$ cat src/gtc_consts.vh
// Functional notes
// - 16-bit up-counter with high and low byte writes replacing the count at once
// - timer-on clear stops counting; gate-enable clear counts always; both set obeys gate
// - clock select 01 fosc, 00 fosc/4, 11 cap osc, 10 pin or crystal
// - instruction clock source advances once per instruction cycle through prescaler
// - fosc source advances four counts per instruction cycle
// - external sources count rising edges, synchronised or asynchronous
// - external counting needs a falling edge after enable or count write
// - prescaler divides the selected clock by 1, 2, 4 or 8
// - prescaler hidden from software and cleared on any count byte write
// - crystal oscillator runs while enabled, also during sleep
// - sync-disable counts external clock unsynchronised, runs in sleep, overflow wakes
// - switching sync modes may lose or add one increment, tolerated
// - byte reads always see a settled value, even when counting asynchronously
// - in gate mode count only while gate level equals polarity, else hold
// - gate select 00 pin, 01 timer zero overflow, 10 comp1, 11 comp2
// - timer zero rollover pulse feeds the gate when selected
// - each comparator gate source selectable synchronised or raw
// - rollover from ffff to 0000 sets overflow flag, software clears
// - falling edge of gate value status sets gate event flag, always
// - single pulse mode counts one gate pulse then clears the go bit
// - toggle mode flips gate flip-flop per rising edge; disable holds it clear
`ifndef GTC_CONSTS_VH
`define GTC_CONSTS_VH

`define GTC_FOSC_PERIOD_NS 10
`define GTC_INSTR_DIV 4
`define GTC_INSTR_LAST 2'h3

`define GTC_CS_INSTR 2'h0
`define GTC_CS_FOSC 2'h1
`define GTC_CS_EXT 2'h2
`define GTC_CS_CAP 2'h3

`define GTC_GS_PIN 2'h0
`define GTC_GS_T0OVF 2'h1
`define GTC_GS_CMP1 2'h2
`define GTC_GS_CMP2 2'h3

`define GTC_COUNT_RESET 16'h0000
`define GTC_COUNT_MAX 16'hffff
`define GTC_PRESC_RESET 3'h0

`endif

$ cat src/gtc_timer.v
`timescale 1ns/10ps
`default_nettype none
`include "gtc_consts.vh"

module gtc_timer #(
    parameter WIDTH = 16,
    parameter PRESC_BITS = 3
) (
    input wire ref_clk,
    input wire rst,
    // control bits
    input wire timer_on_bit,
    input wire gate_enable_bit,
    input wire [1:0] clock_select_field,
    input wire crystal_osc_enable,
    input wire [1:0] prescale_field,
    input wire sync_disable_bit,
    input wire gate_polarity_bit,
    input wire [1:0] gate_source_select,
    input wire gate_toggle_enable,
    input wire single_pulse_enable,
    input wire single_pulse_go_set,
    input wire single_pulse_go_clear,
    input wire cmp1_sync_select,
    input wire cmp2_sync_select,
    input wire overflow_flag_clear,
    input wire gate_event_flag_clear,
    input wire sleep_mode,
    // count byte writes
    input wire count_high_write,
    input wire count_low_write,
    input wire [7:0] count_write_data,
    // pins and neighbour signals
    input wire ext_clock_pin,
    input wire cap_osc_clock,
    input wire crystal_in_pin,
    input wire gate_pin,
    input wire comparator1_out,
    input wire comparator2_out,
    input wire eight_bit_timer_zero_overflow,
    // outputs
    output wire crystal_out_pin,
    output wire crystal_out_oe,
    output wire crystal_osc_running,
    output wire [7:0] count_high_byte,
    output wire [7:0] count_low_byte,
    output wire gate_value_status,
    output wire single_pulse_go,
    output wire overflow_flag,
    output wire gate_event_flag,
    output wire wake_pulse
);

    reg [1:0] instr_cnt_q;
    reg [1:0] ext_s1_q, ext_s2_q, ext_s3_q;
    reg [1:0] gate_s1_q, gate_s2_q;
    reg [1:0] cmp_s1_q, cmp_s2_q;
    reg [WIDTH-1:0] count_q, count_d;
    reg [PRESC_BITS-1:0] presc_q;
    reg armed_q;
    reg sync_pend_q;
    reg gsync1_q, gsync2_q;
    reg cmp1_hold_q, cmp2_hold_q;
    reg toggle_q;
    reg gval_q;
    reg go_q;
    reg ovf_flag_q, gate_flag_q, wake_q;
    reg run_prev_q;
    reg [PRESC_BITS-1:0] presc_mask;
    reg src_tick;
    reg gate_raw;

    wire instr_en;
    wire count_write;
    wire ext_sel;
    wire ext_clk_s, ext_clk_prev;
    wire ext_rise, ext_fall;
    wire presc_tick;
    wire permit;
    wire run;
    wire inc;
    wire gate_level;
    wire gate_rise;

    // instruction cycle enable: one pulse every four system clocks
    always @(posedge ref_clk) begin
        if (rst) begin
            instr_cnt_q <= 2'h0;
        end else begin
            instr_cnt_q <= instr_cnt_q + 2'h1;
        end
    end
    assign instr_en = (instr_cnt_q == `GTC_INSTR_LAST);

    // crystal amplifier: inverting stage, live regardless of sleep
    assign crystal_out_pin = ~ext_s2_q[1];
    assign crystal_out_oe = crystal_osc_enable;
    assign crystal_osc_running = crystal_osc_enable;

    // pin synchronisers: bit 0 ext/cap clock, bit 1 crystal input
    always @(posedge ref_clk) begin
        if (rst) begin
            ext_s1_q <= 2'h0;
            ext_s2_q <= 2'h0;
            ext_s3_q <= 2'h0;
            gate_s1_q <= 2'h0;
            gate_s2_q <= 2'h0;
        end else begin
            ext_s1_q <= {crystal_in_pin,
                (clock_select_field == `GTC_CS_CAP) ? cap_osc_clock : ext_clock_pin};
            ext_s2_q <= ext_s1_q;
            ext_s3_q <= ext_s2_q;
            gate_s1_q <= {comparator1_out ^ comparator2_out ^ 1'b0, gate_pin};
            gate_s2_q <= gate_s1_q;
        end
    end

    // selected external clock after synchronisers
    assign ext_sel = clock_select_field[1];
    assign ext_clk_s = (clock_select_field == `GTC_CS_EXT && crystal_osc_enable) ?
        ext_s2_q[1] : ext_s2_q[0];
    assign ext_clk_prev = (clock_select_field == `GTC_CS_EXT && crystal_osc_enable) ?
        ext_s3_q[1] : ext_s3_q[0];
    assign ext_rise = ext_clk_s & ~ext_clk_prev;
    assign ext_fall = ~ext_clk_s & ext_clk_prev;

    // falling-edge arming for external counting
    always @(posedge ref_clk) begin
        if (rst) begin
            armed_q <= 1'b0;
            run_prev_q <= 1'b0;
        end else begin
            run_prev_q <= timer_on_bit;
            if (count_write || !timer_on_bit) begin
                armed_q <= 1'b0;
            end else if (ext_fall) begin
                armed_q <= 1'b1;
            end
        end
    end

    // sync mode holds an external edge until the next instruction cycle;
    // switching modes may drop or double one edge, which is accepted
    always @(posedge ref_clk) begin
        if (rst) begin
            sync_pend_q <= 1'b0;
        end else if (sync_disable_bit || count_write) begin
            sync_pend_q <= 1'b0;
        end else if (instr_en) begin
            sync_pend_q <= 1'b0; // an edge on the enable itself counts now, not twice
        end else if (ext_rise && armed_q) begin
            sync_pend_q <= 1'b1;
        end
    end

    // clock source decode; only unsynchronised external counting survives sleep
    always @* begin
        src_tick = 1'b0;
        case (clock_select_field)
            `GTC_CS_FOSC: src_tick = ~sleep_mode;
            `GTC_CS_INSTR: src_tick = instr_en & ~sleep_mode;
            `GTC_CS_EXT, `GTC_CS_CAP: begin
                if (sync_disable_bit) begin
                    src_tick = ext_rise & armed_q;
                end else begin
                    src_tick = (sync_pend_q | (ext_rise & armed_q)) & instr_en
                        & ~sleep_mode;
                end
            end
            default: src_tick = 1'b0;
        endcase
    end

    // prescale mask for 1, 2, 4 or 8
    always @* begin
        case (prescale_field)
            2'h0: presc_mask = 3'h0;
            2'h1: presc_mask = 3'h1;
            2'h2: presc_mask = 3'h3;
            2'h3: presc_mask = 3'h7;
            default: presc_mask = 3'h0;
        endcase
    end
    assign presc_tick = src_tick && ((presc_q & presc_mask) == presc_mask);

    // prescale counter, not visible to software
    always @(posedge ref_clk) begin
        if (rst) begin
            presc_q <= `GTC_PRESC_RESET;
        end else if (count_write) begin
            presc_q <= `GTC_PRESC_RESET;
        end else if (src_tick && timer_on_bit) begin
            presc_q <= presc_q + 3'h1;
        end
    end

    // gate source mux; comparators either raw or held at counting edges
    always @* begin
        case (gate_source_select)
            `GTC_GS_PIN: gate_raw = gate_s2_q[0];
            `GTC_GS_T0OVF: gate_raw = eight_bit_timer_zero_overflow;
            `GTC_GS_CMP1: gate_raw = cmp1_sync_select ? cmp1_hold_q : cmp_raw(1'b0, cmp_s2_q);
            `GTC_GS_CMP2: gate_raw = cmp2_sync_select ? cmp2_hold_q : cmp_raw(1'b1, cmp_s2_q);
            default: gate_raw = 1'b0;
        endcase
    end

    // comparator raw inputs after the pin synchronisers
    always @(posedge ref_clk) begin
        if (rst) begin
            cmp_s1_q <= 2'h0;
            cmp_s2_q <= 2'h0;
        end else begin
            cmp_s1_q <= {comparator2_out, comparator1_out};
            cmp_s2_q <= cmp_s1_q;
        end
    end

    // the vector is an argument so that the caller's sensitivity list sees it
    function cmp_raw;
        input sel;
        input [1:0] v;
        begin
            cmp_raw = sel ? v[1] : v[0];
        end
    endfunction

    // timer-clock synchronised comparator copies
    always @(posedge ref_clk) begin
        if (rst) begin
            cmp1_hold_q <= 1'b0;
            cmp2_hold_q <= 1'b0;
        end else if (src_tick) begin
            cmp1_hold_q <= cmp_s2_q[0];
            cmp2_hold_q <= cmp_s2_q[1];
        end
    end

    // two stages on the counting clock; overflow pulses are stretched
    // by sampling them every system clock while no tick arrives
    always @(posedge ref_clk) begin
        if (rst) begin
            gsync1_q <= 1'b0;
            gsync2_q <= 1'b0;
        end else begin
            if (src_tick || gate_raw) begin
                gsync1_q <= gate_raw;
            end
            if (src_tick) begin
                gsync2_q <= gsync1_q;
            end
        end
    end
    assign gate_rise = gsync1_q & ~gsync2_q & src_tick;

    // toggle flip-flop, held clear while toggle mode is off
    always @(posedge ref_clk) begin
        if (rst) begin
            toggle_q <= 1'b0;
        end else if (!gate_toggle_enable) begin
            toggle_q <= 1'b0;
        end else if (gate_rise) begin
            toggle_q <= ~toggle_q;
        end
    end

    // gate level against polarity; valid even with gate mode off
    assign gate_level = gate_toggle_enable ? toggle_q : gsync2_q;
    always @(posedge ref_clk) begin
        if (rst) begin
            gval_q <= 1'b0;
        end else begin
            gval_q <= ~(gate_level ^ gate_polarity_bit);
        end
    end
    assign gate_value_status = gval_q;

    // single pulse go bit: set by software, cleared at the trailing edge
    always @(posedge ref_clk) begin
        if (rst) begin
            go_q <= 1'b0;
        end else if (single_pulse_go_set) begin
            go_q <= 1'b1;
        end else if (single_pulse_go_clear) begin
            go_q <= 1'b0;
        end else if (single_pulse_enable && go_q && gval_q && !gate_value_d(1'b0)) begin
            go_q <= 1'b0;
        end
    end

    function gate_value_d;
        input dummy;
        begin
            gate_value_d = ~(gate_level ^ gate_polarity_bit);
        end
    endfunction

    // count permission
    assign permit = gval_q & (~single_pulse_enable | go_q);
    assign run = timer_on_bit & (~gate_enable_bit | permit);
    assign inc = run & presc_tick;
    assign count_write = count_high_write | count_low_write;

    // counter next value; byte writes win over an increment
    always @* begin
        count_d = count_q;
        if (count_write) begin
            if (count_high_write) begin
                count_d[15:8] = count_write_data;
            end
            if (count_low_write) begin
                count_d[7:0] = count_write_data;
            end
        end else if (inc) begin
            count_d = count_q + 16'h0001;
        end
    end

    // counter register; reads come straight from it, always settled
    always @(posedge ref_clk) begin
        if (rst) begin
            count_q <= `GTC_COUNT_RESET;
        end else begin
            count_q <= count_d;
        end
    end
    assign count_high_byte = count_q[15:8];
    assign count_low_byte = count_q[7:0];

    // sticky flags: hardware set beats software clear
    always @(posedge ref_clk) begin
        if (rst) begin
            ovf_flag_q <= 1'b0;
            gate_flag_q <= 1'b0;
            wake_q <= 1'b0;
        end else begin
            wake_q <= 1'b0;
            if (inc && !count_write && count_q == `GTC_COUNT_MAX) begin
                ovf_flag_q <= 1'b1;
                wake_q <= sleep_mode;
            end else if (overflow_flag_clear) begin
                ovf_flag_q <= 1'b0;
            end
            if (gval_q && !gate_value_d(1'b0)) begin
                gate_flag_q <= 1'b1;
            end else if (gate_event_flag_clear) begin
                gate_flag_q <= 1'b0;
            end
        end
    end
    assign overflow_flag = ovf_flag_q;
    assign gate_event_flag = gate_flag_q;
    assign wake_pulse = wake_q;
    assign single_pulse_go = go_q;

endmodule

`default_nettype wire

$ cat config.mk
export PLATFORM = sky130hd
export DESIGN_NAME = gtc_timer
export DESIGN_NICKNAME = d
export VERILOG_FILES = /design/src/gtc_timer.v
export VERILOG_INCLUDE_DIRS = /design/src
export SDC_FILE = /design/constraint.sdc
export NUM_CORES = 1
export LEC_CHECK = 0
export ABC_AREA = 1
export BUFFER_PORTS_ARGS = -buffer_cell sky130_fd_sc_hd__buf_2
export CAP_MARGIN = 0
export CORE_ASPECT_RATIO = 1.4
export CORE_MARGIN = 3
export CORE_UTILIZATION = 25
export CTS_CLUSTER_DIAMETER = 100
export DETAILED_ROUTE_END_ITERATION = 8
export RECOVER_POWER = 100
export SYNTH_ARGS = -nofsm -noshare
export SYNTH_HDL_FRONTEND = slang
export SYNTH_SLANG_ARGS = --single-unit
$ cat constraint.sdc
create_clock -name ref_clk -period 2 [get_ports ref_clk]
set_input_delay 0.2 -clock ref_clk [delete_from_list [all_inputs] [get_ports ref_clk]]
set_output_delay 0.2 -clock ref_clk [all_outputs]
set_load 0.01 [all_outputs]
==> flow_summary_export.csv <==
group,metric,value,unit
worst_setup_path,cp.required,2.18,ns
die,die-area,10800,um2
synthesis,ys.flop_type,"dfxtp_1",
global_route,grt_util_all_layers,11.9,%
cts,cts_sinks,45,
routing,vias_per_cell,4.46,
worst_hold_path,min_path_type,"in -> reg",
worst_hold_path,hold_depth,3,
cts,postCtsHoldBufs,0,
cts,ctsResizeCount,0,
finish,regArea,901,um2
finish,multi_input_area,1200,um2
synthesis,syn_inst,358,
run_status,outcome,"finished, final reports clean",
finish,n_antenna_cell,0,
sta,worst_slew_pin_slew,0.710,ns
global_route,grt_start_max_net_pins,22,
global_route,grt_pass1_wl,9980,um
worst_hold_path,min_to,"ext_s1_q[1]",
place,io_buffers,62,
sta,max_freq,558,MHz
synthesis,synth-edff-count,0,
die,initial_core_util,26.1,%
sta,setup_tns,0,ns
synthesis,ys_warn_count,0,
cts,cts_tree,"yes",
sta,hold_viol_final,0,
worst_setup_path,end_kind,"flop",
place,dp_hpwl,4680,um
routing,first_iter_violations,92,
finish,layout.cells.most_common,"nand2_1",
finish,drive_gt1_share,15.4,%
synthesis,syn-num-nets,400,
cts,clk-insertion-delay-late,0.29,ns
routing,drc_errors,0,
die,die_x,88.8,um
worst_hold_path,min_from,"crystal_in_pin",
sta,whs,0.107,ns
synthesis,async_flop_share,0,%
cts,cts_root_buf,"clkbuf_16",
cts,cts_buffers,5,
die,core-area,9180,um2
worst_setup_path,r2r_cells,11,
synthesis,avgSynthCellArea,6.70,um2
worst_setup_path,worstSetupPathType,"reg -> reg",
global_route,antenna_found_initial,0,
pwr,p_leak,1.38,nW
finish,nFillCells,998,
finish,layout.nets,462,
cts,post_cts_buffers,0,
sta,skew,0.00594,ns
pwr,powerDensity,773,nW/um2
global_route,first_global_vias,2206,
synthesis,ys_seq_area_share,37.6,%
cts,cts.path.max_buffers,2,
pwr,peakVddDrop,0.386,mV
routing,wl_per_cell,11.6,um
worst_setup_path,rrSetupSlack,0.21,ns
die,die_h,122,um
synthesis,synth-seq-cells,45,
sta,layout_min_cycle_time,1.79,ns
sta,rsz0062_at_grt,"no",
run,maxCapViolations,0,
sta,relSlewSlack,52.6,%
routing,wirelength,6140,um
synthesis,netlist_area,2400,um2
finish,layout_common_cells,"83 x nand2_1, 62 x nor2_1, 53 x inv_1",
routing,firstDrtPassIters,4,
synthesis,ys_types,37,
cts,cts-htree-levels,2,
routing,num_vias,2356,
die,pin_count,63,
worst_setup_path,r2r_end,"count_q[12]",
cts,path_clk_slew,0.07,ns
sta,drv_slew,0,
sta,final.period_utilization,89.6,%
worst_setup_path,r2r-start,"count_q[0]",
finish,area_delta_synth_final,21.8,%
sta,setup_viol,0,
worst_setup_path,worst_setup_path_start_kind,"flop",
place,place.gp.congestion,0.854,
global_route,grt_overflow,0,
die,fp-row-count,41,
worst_setup_path,cp_max_fo,6,
routing,ant_nets,0,
worst_setup_path,cp.arrival,1.97,ns
where the power goes:
| part | switching (mW) | internal (mW) | leakage, nW |
|---|---|---|---|
| combinational | 0.181 | 0.114 | 0.922 |
| clock | 0.350 | 0.624 | 0.0831 |
| sequential | 0.0438 | 0.945 | 0.371 |
how the worst max path moves through the flow:
stage                          start             to  slack, ns
after global placement    count_q[0]     wake_pulse       0.22
after CTS                 count_q[0]     wake_pulse       0.19
after detailed placement  count_q[0]     wake_pulse       0.21
final                     count_q[0]    count_q[12]       0.21
after global routing      count_q[0]  overflow_flag       0.01
after floorplan           count_q[0]    count_q[12]       0.31
routing by layer:
layer / vias up / GRT usage, % / part of all wire (%)
met1: 1026 / 14.1 / 42
met2: 74 / 20.8 / 51
met4: 0 / 4.44 / 1.6
li1: 1247 / - / -
met3: 9 / 2.17 / 5.5
met5: - / 0 / 0
synthesized netlist by cell type (2+ instances only):
master,n,share of area [%]
nand2_2,3,0.78
a31oi_1,3,0.78
buf_2,2,0.42
nand2_1,82,13
nor2_1,60,9.4
ha_1,3,1.6
a21oi_1,19,4.0
o22ai_1,2,0.52
o21ai_0,15,3.1
a211oi_1,2,0.63
nand3_2,3,1.3
a21boi_0,2,0.63
xor2_1,5,1.8
buf_6,3,1.4
buf_4,3,0.94
clkbuf_1,3,0.47
inv_1,53,8.3
o211ai_1,2,0.63
nor2_2,5,1.3
nand4_1,8,2.1
dfxtp_1,45,38
nor3_1,4,0.84
nand3_1,15,3.1
inv_2,3,0.47
critical path: stages, from the launching register on:
cell and delay (ns):
dfxtp_1 0.41, ha_1 0.22, nand3_1 0.12, nor2_2 0.16, nand2_1 0.15, nor2_1 0.12, nand3_1 0.08, xor2_1 0.15
nand2_1 0.05, nand2_1 0.04, a21oi_1 0.12, nor2_1 0.06
metrics by stage:
stage	worst slack (ns)	instance area (um2)	std cells	total power [mW]	utilization (%)
after floorplan	0.312	2400	358	1.20	-
after global placement	0.220	2790	520	1.31	30.4
after detailed placement	0.207	2790	520	1.32	30.4
after CTS	0.193	2970	528	2.30	32.3
after global routing	0.0116	2920	528	2.38	31.8
final	0.209	2920	528	2.26	31.8
cells by family (layout without fill, tap and decap cells):
family          Yosys count  in the layout  share of synthesized area, %
simple gates            187            187                          34.7
xor+xnor                  6              6                          2.19
fa+ha+maj                 3              3                          1.57
compound gates           50             50                          12.0
buf+inv                  67            130                          12.0
flops                    45             45                          37.6
cell type report:
class,instances,area share [%]
tap,107,4.58
clock buffer,6,4.76
inverter,56,7.20
clock inverter,2,1.29
sequential,45,30.8
multi-input combinational,246,41.0
timing repair buffer,66,10.4
registers in the layout (all words and copies together), names as in the netlist, 2 cells and up:
name / flops
cmp_s1_q: 2
ext_s1_q: 2
instr_cnt_q: 2
count_q: 16
cmp_s2_q: 2
presc_q: 3
ext_s3_q: 2
ext_s2_q: 2
Power figures use the tool's default switching activity.
